--- config.mk ---
export PLATFORM = sky130hd
export DESIGN_NAME = interrupt_expander_wait_logic
export DESIGN_NICKNAME = d
export VERILOG_FILES = /design/src/hw/interrupt_expander_wait_logic.v
export VERILOG_INCLUDE_DIRS = /design/src /design/src/hw
export SDC_FILE = /design/constraint.sdc
export NUM_CORES = 1
export LEC_CHECK = 0
export BUFFER_PORTS_ARGS = -buffer_cell sky130_fd_sc_hd__buf_2
export CAP_MARGIN = 15
export CELL_PAD_IN_SITES_DETAIL_PLACEMENT = 0
export CELL_PAD_IN_SITES_GLOBAL_PLACEMENT = 1
export CORE_UTILIZATION = 35
export CTS_BUF_LIST = sky130_fd_sc_hd__clkbuf_8 sky130_fd_sc_hd__clkbuf_16
export DETAILED_ROUTE_END_ITERATION = 12
export PLACE_DENSITY_LB_ADDON = 0.1
export SKIP_LAST_GASP = 1
export SLEW_MARGIN = 0
export SYNTH_ARGS = -nofsm -noshare
export SYNTH_HDL_FRONTEND = slang
export SYNTH_SLANG_ARGS = --single-unit
--- constraint.sdc ---
create_clock -name i_clk -period 13.3 [get_ports i_clk]
set_input_delay 0.665 -clock i_clk [delete_from_list [all_inputs] [get_ports i_clk]]
set_output_delay 0.665 -clock i_clk [all_outputs]
set_load 0.01 [all_outputs]
--- src/hw/irq_expander_consts.vh ---
// Constants for the interrupt expander bus glue: timing, jumper table and register map
`ifndef IRQ_EXPANDER_CONSTS_VH
`define IRQ_EXPANDER_CONSTS_VH

// Local clock period in ns (200 MHz)
`define CLK_PERIOD_NS 5
// Bus T-state period in ns for the two bus speeds
`define BUS_PERIOD_SLOW_NS 400
`define BUS_PERIOD_FAST_NS 250
// Delay of one interrupt unit through the priority chain, ns
`define UNIT_DELAY_SLOW_NS 260
`define UNIT_DELAY_FAST_NS 200

// Maximum unit counts per jumper setting, slow and fast bus
`define UNITS_BOTH_SLOW 6'h0f
`define UNITS_BOTH_FAST 6'h0e
`define UNITS_UPPER_SLOW 6'h19
`define UNITS_UPPER_FAST 6'h18
`define UNITS_NONE_SLOW 6'h28
`define UNITS_NONE_FAST 6'h22

// Prefix wait states and opcode values
`define PREFIX_WAITS 6'h01
`define OPC_PREFIX 8'hed
`define OPC_RETURN 8'h4d

// Register offsets
`define REG_CTRL 2'h0
`define REG_STATUS 2'h1
`define REG_MASK 2'h2
`define REG_INFO 2'h3

// Control register fields and reset value
`define CTRL_EXP_EN 0
`define CTRL_FAST 1
`define CTRL_RESET 8'h01

// Status register event bits
`define EV_PREFIX 0
`define EV_RETURN 1
`define EV_OTHER 2
`define EV_WIDTH 3

`endif

--- src/hw/interrupt_expander_wait_logic.v ---
// Bus glue for the interrupt and timer expansion board: decode, transceiver, wait sequencer
`timescale 1ns/1ps
//
// Contract
// - Channel select is address bits one and zero.
// - Transceiver drives out on board reads and on vector reads.
// - Prefix byte fetch gets one wait state.
// - Return byte after prefix adds unit-count waits.
// - Expansion disable jumper blocks every wait state.
// - Address bits read one unless jumper fitted.
// - Two jumpers pick fifteen, twenty-five, forty units on slow bus; fourteen, twenty-four, thirty-four on fast.
// - Optional jumper adds one more wait state.
// - Eight-bit ports, four ports, six bits matched.
// - No software-visible effect when timer unused.
// - Bring out zero counts, buffer four triggers.
// - Timer enable on address match with request.
// - Waits only while interrupt pending or serviced.
`include "irq_expander_consts.vh"

module interrupt_expander_wait_logic (
   // Clock and reset
   input wire i_clk,
   input wire i_rst,
   // Backplane bus pins
   input wire [7:0] i_addr,
   input wire [7:0] i_data,
   input wire i_iorq_n,
   input wire i_rd_n,
   input wire i_m1_n,
   input wire i_int_active,
   // Board jumpers, high when fitted
   input wire [5:0] i_board_address_header,
   input wire [1:0] i_unit_count_header,
   input wire i_one_more_jumper,
   input wire i_expansion_disable_jumper,
   // Counter/timer connector pins
   input wire [3:0] i_count_trigger_input,
   input wire [2:0] i_zero_count_chip,
   // Bus side outputs
   output reg o_bus_wait_n,
   output wire o_xcvr_drive_out,
   output reg o_counter_timer_chip_enable,
   output reg [1:0] o_channel_select,
   // Connector side outputs
   output reg [3:0] o_count_trigger,
   output reg [2:0] o_zero_count_output,
   // Register port
   input wire [1:0] i_reg_addr,
   input wire [7:0] i_reg_wdata,
   input wire i_reg_wr,
   input wire i_reg_rd,
   output reg [7:0] o_reg_rdata,
   // Interrupt
   output wire o_irq
);

   localparam SYNC_W = 37;
   localparam [4:0] ST_IDLE = 5'h01;
   localparam [4:0] ST_PREFIX = 5'h02;
   localparam [4:0] ST_AWAIT = 5'h04;
   localparam [4:0] ST_NEXT = 5'h08;
   localparam [4:0] ST_STRETCH = 5'h10;
   localparam integer DIV_SLOW_N = (`BUS_PERIOD_SLOW_NS / `CLK_PERIOD_NS) - 1;
   localparam integer DIV_FAST_N = (`BUS_PERIOD_FAST_NS / `CLK_PERIOD_NS) - 1;
   localparam [6:0] DIV_SLOW = DIV_SLOW_N[6:0];
   localparam [6:0] DIV_FAST = DIV_FAST_N[6:0];
   // Strobes reset to their idle high level so nothing looks active after reset
   localparam [SYNC_W-1:0] SYNC_IDLE = 37'h00001c0000;

   // Wait states for a unit count, rounded up so the chain always settles
   function [5:0] waits_for;
      input [5:0] units;
      input fast;
      integer ns;
      integer per;
      integer q;
      begin
         ns = units * (fast ? `UNIT_DELAY_FAST_NS : `UNIT_DELAY_SLOW_NS);
         per = fast ? `BUS_PERIOD_FAST_NS : `BUS_PERIOD_SLOW_NS;
         q = (ns + per - 1) / per;
         waits_for = q[5:0];
      end
   endfunction

   // Two-flop synchronisers for every pin
   reg [SYNC_W-1:0] sync1;
   reg [SYNC_W-1:0] sync2;
   wire [SYNC_W-1:0] pins;
   assign pins = {i_addr, i_data, i_iorq_n, i_rd_n, i_m1_n, i_int_active, i_board_address_header,
      i_unit_count_header, i_one_more_jumper, i_expansion_disable_jumper, i_count_trigger_input,
      i_zero_count_chip};

   always @(posedge i_clk or posedge i_rst) begin
      if (i_rst) begin
         sync1 <= SYNC_IDLE;
         sync2 <= SYNC_IDLE;
      end else begin
         sync1 <= pins;
         sync2 <= sync1;
      end
   end

   wire [7:0] s_addr = sync2[36:29];
   wire [7:0] s_data = sync2[28:21];
   wire s_iorq = ~sync2[20];
   wire s_rd = ~sync2[19];
   wire s_m1 = ~sync2[18];
   wire s_int = sync2[17];
   wire [5:0] s_addr_jmp = sync2[16:11];
   wire [1:0] s_unit_jmp = sync2[10:9];
   wire s_one_more = sync2[8];
   wire s_exp_jmp = sync2[7];
   wire [3:0] s_trig = sync2[6:3];
   wire [2:0] s_zc = sync2[2:0];

   // Registers
   reg [7:0] ctrl;
   reg [`EV_WIDTH-1:0] status;
   reg [`EV_WIDTH-1:0] mask;
   reg [`EV_WIDTH-1:0] events;

   // Decode of board address and transceiver direction
   wire [5:0] board_addr = ~s_addr_jmp;
   wire addr_match = (s_addr[7:2] == board_addr);
   wire board_io = s_iorq & ~s_m1 & addr_match;
   wire vector_read = s_iorq & s_m1;
   assign o_xcvr_drive_out = (board_io & s_rd) | vector_read;

   always @(posedge i_clk or posedge i_rst) begin
      if (i_rst) begin
         o_counter_timer_chip_enable <= 1'b0;
         o_channel_select <= 2'h0;
         o_count_trigger <= 4'h0;
         o_zero_count_output <= 3'h0;
      end else begin
         o_counter_timer_chip_enable <= s_iorq & addr_match;
         o_channel_select <= s_addr[1:0];
         o_count_trigger <= s_trig;
         o_zero_count_output <= s_zc;
      end
   end

   // Unit count and speed selection
   reg [5:0] units;
   wire fast = ctrl[`CTRL_FAST];
   always @* begin
      case (s_unit_jmp)
         2'b11: units = fast ? `UNITS_BOTH_FAST : `UNITS_BOTH_SLOW;
         2'b10: units = fast ? `UNITS_UPPER_FAST : `UNITS_UPPER_SLOW;
         default: units = fast ? `UNITS_NONE_FAST : `UNITS_NONE_SLOW;
      endcase
   end
   // Fitting the expansion disable jumper disables, software may also disable
   wire exp_enable = ~s_exp_jmp & ctrl[`CTRL_EXP_EN];
   wire seq_enable = exp_enable & s_int;
   wire [5:0] stretch_waits = waits_for(units, fast) + {5'h00, s_one_more};

   // T-state tick from the local clock
   reg [6:0] div;
   wire tick = (div == 7'h00);
   always @(posedge i_clk or posedge i_rst) begin
      if (i_rst) begin
         div <= 7'h00;
      end else if (tick) begin
         div <= fast ? DIV_FAST : DIV_SLOW;
      end else begin
         div <= div - 7'h01;
      end
   end

   // Opcode fetch tracking: each fetch is judged once
   wire fetch = s_m1 & s_rd & ~s_iorq;
   reg fetch_seen;
   wire fetch_new = fetch & ~fetch_seen;
   always @(posedge i_clk or posedge i_rst) begin
      if (i_rst) begin
         fetch_seen <= 1'b0;
      end else begin
         fetch_seen <= fetch;
      end
   end

   // Wait state sequencer
   reg [4:0] state;
   reg [4:0] next_state;
   reg [5:0] wait_cnt;
   reg [5:0] next_wait_cnt;
   reg next_wait;
   always @* begin
      next_state = state;
      next_wait_cnt = wait_cnt;
      next_wait = 1'b0;
      events = {`EV_WIDTH{1'b0}};
      case (state)
         ST_IDLE: begin
            if (fetch_new & seq_enable & (s_data == `OPC_PREFIX)) begin
               next_state = ST_PREFIX;
               next_wait_cnt = `PREFIX_WAITS;
               next_wait = 1'b1;
               events[`EV_PREFIX] = 1'b1;
            end
         end
         ST_PREFIX: begin
            next_wait = 1'b1;
            if (tick) begin
               next_wait_cnt = wait_cnt - 6'h01;
               if (wait_cnt == 6'h01) begin
                  next_state = ST_AWAIT;
                  next_wait = 1'b0;
               end
            end
         end
         ST_AWAIT: begin
            if (!fetch) begin
               next_state = ST_NEXT;
            end
         end
         ST_NEXT: begin
            if (fetch_new) begin
               if (s_data == `OPC_RETURN && stretch_waits != 6'h00) begin
                  next_state = ST_STRETCH;
                  next_wait_cnt = stretch_waits;
                  next_wait = 1'b1;
                  events[`EV_RETURN] = 1'b1;
               end else begin
                  next_state = ST_IDLE;
                  events[`EV_OTHER] = 1'b1;
               end
            end
         end
         ST_STRETCH: begin
            next_wait = 1'b1;
            if (tick) begin
               next_wait_cnt = wait_cnt - 6'h01;
               if (wait_cnt == 6'h01) begin
                  next_state = ST_IDLE;
                  next_wait = 1'b0;
               end
            end
         end
         default: begin
            next_state = ST_IDLE;
         end
      endcase
      if (!exp_enable) begin
         next_state = ST_IDLE;
         next_wait = 1'b0;
      end
   end

   always @(posedge i_clk or posedge i_rst) begin
      if (i_rst) begin
         state <= ST_IDLE;
         wait_cnt <= 6'h00;
         o_bus_wait_n <= 1'b1;
      end else begin
         state <= next_state;
         wait_cnt <= next_wait_cnt;
         // Wait is only ever requested inside a fetch, so plain code never sees it
         o_bus_wait_n <= ~next_wait;
      end
   end

   // Register port; a hardware event wins over a same-cycle clear
   always @(posedge i_clk or posedge i_rst) begin
      if (i_rst) begin
         ctrl <= `CTRL_RESET;
         status <= {`EV_WIDTH{1'b0}};
         mask <= {`EV_WIDTH{1'b0}};
         o_reg_rdata <= 8'h00;
      end else begin
         if (i_reg_wr && i_reg_addr == `REG_CTRL) begin
            ctrl <= {6'h00, i_reg_wdata[1:0]};
         end
         if (i_reg_wr && i_reg_addr == `REG_MASK) begin
            mask <= i_reg_wdata[`EV_WIDTH-1:0];
         end
         if (i_reg_wr && i_reg_addr == `REG_STATUS) begin
            status <= (status & ~i_reg_wdata[`EV_WIDTH-1:0]) | events;
         end else begin
            status <= status | events;
         end
         if (i_reg_rd) begin
            case (i_reg_addr)
               `REG_CTRL: o_reg_rdata <= ctrl;
               `REG_STATUS: o_reg_rdata <= {5'h00, status};
               `REG_MASK: o_reg_rdata <= {5'h00, mask};
               `REG_INFO: o_reg_rdata <= {~o_bus_wait_n, exp_enable, board_addr};
               default: o_reg_rdata <= 8'h00;
            endcase
         end else begin
            o_reg_rdata <= 8'h00;
         end
      end
   end

   assign o_irq = |(status & mask);

endmodule // interrupt_expander_wait_logic

== Yosys cells after proc, flatten, opt, wreduce, memory -nomap -nowiden ==
Index checks and enable logic that the tools add are counted.
Word-level totals
  bits in registers: 120
  input port bits: 51
  word-level logic and storage cells: 122
Operators by class
  $add $sub $neg: 5
  multipliers: 1
  div/mod/pow operators: 1
  equality and inequality tests: 25
  mux-type cells: 37
  bitwise logic cells: 26
  reduce and logical (&&, ||, !) cells: 12
Operators with widths (number)
  $mux 5: 9
  $div 32x32->32: 1
  $pmux 8 s4: 1
  $pmux 5 s5: 1
  $mux 6: 4
  $ne 3x3->1 const B: 7
  $mux 9: 2
  $pmux 6 s3: 1
  $sub 16x1->17 const B: 1
  $add 15x9->16: 1
  $mul 6x9->15: 1
  $mux 7: 2
  $and 1x1->1: 12
  $pmux 6 s2: 1
  $mux 1: 10
  $eq 2x2->1 const B: 4
  $eq 8x7->1 const B: 1
  $eq 8x8->1 const B: 1
  $mux 8: 1
  $logic_not 7->1: 1
  $not 1->1: 7
  $reduce_and 7->1: 1
  $sub 7x1->7 const B: 1
  $add 6x1->6: 1
  other kinds (27): 35

== Depth between registers and ports, before layout ==
  depth in word-level cells: 14
  gate-level depth with buffers: 78
  gate-level depth less buffers: 71

== Least setup slack after synthesis ==
Ideal clock, no wire load.
  path type: register -> register
  start point: register ctrl[1]
  end point: register status[1]
  setup time: 0.122 ns
  arrival time: 14.087 ns
  required time: 13.178 ns
  setup slack: -0.909 ns
  cell stages (with the launch flop): 69
  path buffers: 8
  clock period less this slack: 14.209 ns
  path through: dfrtp_1 -> clkbuf_1 -> clkbuf_1 -> buf_1 -> nand2_1 -> inv_1 -> fa_1 -> and3_1 -> fa_1 -> ha_1 -> ha_1 -> a21o_1 -> a211oi_2 -> o221ai_1 -> a31oi_1 -> xnor2_1 -> ha_1 -> nand2_1 -> [... 33 more ...] -> a21oi_1 -> nand3b_1 -> o211a_1 -> nand2b_1 -> buf_4 -> mux2_4 -> a311oi_2 -> buf_2 -> a21oi_1 -> xor2_1 -> ha_1 -> nor4_1 -> nand2_1 -> o21ai_0 -> a211oi_1 -> nor4_4 -> a21oi_2 -> a32o_1
Between the ends
  cells in the longest elaborated chain, start to end: 14
  elaborated cells between the ends (all ways): 19
RTL lines
  start: declaration: line interrupt_expander_wait_logic.v:117  | reg [7:0] ctrl;
  start signal: assignment: line interrupt_expander_wait_logic.v:267  | ctrl <= `CTRL_RESET;
  start signal: assignment: line interrupt_expander_wait_logic.v:273  | ctrl <= {6'h00, i_reg_wdata[1:0]};
  $mux 1 (no source line) or $mux 4 (tied branches)
  $pmux 6 s2: line interrupt_expander_wait_logic.v:147  | case (s_unit_jmp)
  $mul 6x9->15: line interrupt_expander_wait_logic.v:78  | ns = units * (fast ? `UNIT_DELAY_FAST_NS : `UNIT_DELAY_SLOW_NS);
  $add 15x9->16: line interrupt_expander_wait_logic.v:80  | q = (ns + per - 1) / per;
  $sub 16x1->17: line interrupt_expander_wait_logic.v:80
  $div 32x32->32 (*): line interrupt_expander_wait_logic.v:80
  $add 6x1->6 (*): line interrupt_expander_wait_logic.v:156  | wire [5:0] stretch_waits = waits_for(units, fast) + {5'h00, s_one_more};
  $reduce_bool 6->1 (*): line interrupt_expander_wait_logic.v:220  | if (s_data == `OPC_RETURN && stretch_waits != 6'h00) begin
  $logic_and 1x1->1 (*): line interrupt_expander_wait_logic.v:220
  $mux 1 (*): line interrupt_expander_wait_logic.v:220
  $mux 2 (*): line interrupt_expander_wait_logic.v:219  | if (fetch_new) begin
  $mux 2 (*): line interrupt_expander_wait_logic.v:194  | case (state)
  $or 3x3->3 (on tied branches): line interrupt_expander_wait_logic.v:281, interrupt_expander_wait_logic.v:279
  $mux 3 (*): line interrupt_expander_wait_logic.v:278  | if (i_reg_wr && i_reg_addr == `REG_STATUS) begin
  end signal: assignment: line interrupt_expander_wait_logic.v:268  | status <= {`EV_WIDTH{1'b0}};
  end signal: assignment: line interrupt_expander_wait_logic.v:279  | status <= (status & ~i_reg_wdata[`EV_WIDTH-1:0]) | events;
  end signal: assignment: line interrupt_expander_wait_logic.v:281  | status <= status | events;
  end: declaration: line interrupt_expander_wait_logic.v:118  | reg [`EV_WIDTH-1:0] status;
Mark *: on every way between the ends. The rest lies on a longest branch, timed or not.
A chain may end at the register's enable or synchronous reset.

== Final worst setup path ==
  start point: register ctrl[1]
  end point: register wait_cnt[3]
Between the ends
  cells in the longest elaborated chain, start to end: 11
  elaborated cells between the ends (all ways): 18
RTL lines
  $mux 1 (no source line) or $mux 4 (tied branches)
  $pmux 6 s2: line interrupt_expander_wait_logic.v:147
  $mul 6x9->15: line interrupt_expander_wait_logic.v:78
  $add 15x9->16: line interrupt_expander_wait_logic.v:80
  $sub 16x1->17: line interrupt_expander_wait_logic.v:80
  $div 32x32->32 (*): line interrupt_expander_wait_logic.v:80
  $add 6x1->6 (*): line interrupt_expander_wait_logic.v:156
  $reduce_bool 6->1: line interrupt_expander_wait_logic.v:220
  $logic_and 1x1->1: line interrupt_expander_wait_logic.v:220
  $ne 2x2->1 (no source line)
  $reduce_and 5->1 (no source line)
  end signal: assignment: line interrupt_expander_wait_logic.v:258  | wait_cnt <= next_wait_cnt;
  end: declaration: line interrupt_expander_wait_logic.v:186  | reg [5:0] wait_cnt;
Mark *: on every way between the ends. The rest lies on a longest branch, timed or not. The select of a mux whose other input is x is not followed.

==> results.toml <==
[drt]
ant_nets = 0
first_pass_iters = 5
wl_microns = 22300
remaining_drc_errors = 0
wl_per_cell_microns = 15.9
detail_route.vias_per_cell = 5.12
drtIter0Drc = 402
vias = 7169

[finish]
most-common-layout-cells = "buf_4 (166), dfrtp_1 (109), buf_2 (66)"
layout_commonest_cell = "buf_4"
fin_area_sq_um = 11300
multiInputGateArea_sq_um = 5470
instances_no_fill = 1399
fillers = 2088
area_growth_pct = 38.5
drive_gt1_frac = 0.405
seqCellArea_sq_um = 3020
nNetsFinal = 1188

[worst_setup_path]
crit_arrival_ns = 13.46
reg2regPathDepth = 71
path_max_fanout = 6
r2r_start = "ctrl[1]$_DFFE_PP0P_"
worstSetupPathType = "reg2reg"
crit_path_start_kind = "register"
path_delay_family = "compound AO/OA/AOI/OAI gates"
required_ns = 13.58
end_kind = "register"
worst-r2r-setup-slack_ns = 0.12
cp_slowest_stage_delay_ns = 0.58
worstReg2RegEnd = "wait_cnt[3]$_DFFE_PP0P_"
critical_path_buf_inv_count = 13
slowest_stage = "fa_2"

[floorplanning]
die_w_microns = 155
dieArea_sq_um = 24000
die_h_microns = 155
core_area_sq_um = 22800
io_pins = 72
initial_core_util = 0.360
num_rows = 55

[placed_design]
numPlacedInstances = 1317
gp_congestion = 0.889
port_buffers = 66
placed_area_sq_um = 9880
dpl.hpwl_microns = 16900
pre_cts_ws_ns = -0.263

[yosys]
syn-instance-count = 838
synth_area_leader_cell = "dfrtp_1"
synth_flop_cell = "dfrtp_1"
syn_area_sq_um = 8190
async_reset_ff_frac = 1.00
syn_avg_cell_area_sq_um = 9.77
yosysWarningCount = 0
ys_ff_latch = 120
seq_area_frac_synth = 0.368
synth_top_area_frac = 0.339
synth_cell_type_count = 109
synth_edf_count = 0
synth.area.top_cells = "dfrtp_1 (34%), ha_1 (8.4%), xnor2_1 (3.7%)"

[timing]
maxSlewHeadroom = 0.116
rsz0062_at_grt = "true"
hold_violations = 0
fin_crit_ns = 13.18
worst_slew_pin_slew_ns = 1.32
fin_crit_sh = 0.991
tns_ns = 0
setup_viol = 0
fin_skew_ns = 0.00793
fmax_mhz = 75.9
fin_ws_ns = 0.118
maxSlewViolCount = 0

[clock_network]
cts_tree = "yes"
htreeDepth = 4
path_clk_slew_ns = 0.06
cts.sinks = 120
cts_buffers = 17
insertion_delay_ns = 0.40
cts_root_buf = "clkbuf_16"
cts_hold_buf = 0
clockBufferDepth = 2

[hold_path]
holdCritPathClass = "in2async"

[run]
cap_violations = 0

[global_routing]
gr-total-overflow = 0
antenna_found_initial = 1
grt_pass1_wl_microns = 36500
grt.total_usage = 0.190
grt_max_degree = 83
grt_pass1_vias = 7365

[outcome]
status = "finished, final reports clean"
-- cell families after synthesis --
logic type      share of synthesized area
fa+ha+maj                           0.108
xor+xnor                           0.0541
simple gates                        0.187
flops                               0.368
other cells                      0.000917
buf+inv                            0.0409
mux                                0.0321
compound gates                      0.209
-- worst max path at each step --
stage / depth (start not counted) / slack, ns / to / from
finish: 71 / 0.12 / wait_cnt[3]$_DFFE_PP0P_ / ctrl[1]$_DFFE_PP0P_
global route: 70 / -0.45 / wait_cnt[3]$_DFFE_PP0P_ / ctrl[1]$_DFFE_PP0P_
CTS: 72 / -0.002 / wait_cnt[1]$_DFFE_PP0P_ / ctrl[1]$_DFFE_PP0P_
detailed placement: 70 / -0.26 / status[1]$_DFF_PP0_ / ctrl[1]$_DFFE_PP0P_
global placement: 70 / -0.03 / status[1]$_DFF_PP0_ / ctrl[1]$_DFFE_PP0P_
floorplan: 68 / -0.01 / status[1]$_DFF_PP0_ / ctrl[1]$_DFFE_PP0P_
-- layout make-up --
class                           instances  area share
Sequential cell                       120       0.266
Clock buffer                           19      0.0399
Multi-Input combinational cell        641       0.482
Tap cell                              313      0.0345
Antenna cell                            1    0.000221
Timing Repair Buffer                  240       0.147
Inverter                               52      0.0180
Clock inverter                         13      0.0126
-- routing by layer --
layer	GRT usage	part of all wire	routed length (microns)	up-vias
met5	0	0	0	-
met4	0.0552	0.016	362	0
li1	-	-	-	3528
met1	0.239	0.45	9980	3510
met2	0.338	0.51	11500	111
met3	0.0248	0.022	483	20
-- worst register-to-register path, delay by kind of cell (launching register included) --
family | cells | cell delay, ns
compound gates | 22 | 4.06
fa+ha+maj | 11 | 3.37
simple gates | 18 | 2.59
buf+inv | 13 | 1.32
mux | 3 | 0.72
xor+xnor | 4 | 0.53
flops | 1 | 0.46
-- registers in the layout (all words and copies together), names as in the netlist, 3 cells and up --
name / flops
o_count_trigger: 4
state: 5
o_reg_rdata: 8
sync2: 37
sync1: 37
status: 3
o_zero_count_output: 3
mask: 3
wait_cnt: 6
div: 7
-- cells in the mapped netlist, drive strengths merged, types with 11 or more instances --
cell,number
dfrtp,111
nor2,63
nand2,59
ha,55
inv,52
a21oi,49
o21ai,37
xnor2,35
nor3,23
nand3,22
clkbuf,20
nand2b,15
a21o,13
or3,13
xor2,13
a211oi,12
nor2b,12
a31oi,11
and2,11
-- what timing repair did --
action	CTS	global route
gates resized for setup	16	88
endpoints found under the setup margin	11	11
pin swaps	7	67
buffers inserted	24	26
-- through the flow --
stage,hold WS (ns),utilization
after CTS,0.295,0.470
after floorplan,0.331,-
after global placement,0.332,0.434
final,0.286,0.498
after detailed placement,0.336,0.434
after global routing,0.308,0.498
Power is not shown: default switching activity piles up to over one toggle a cycle in this logic, so the estimate is an artifact.
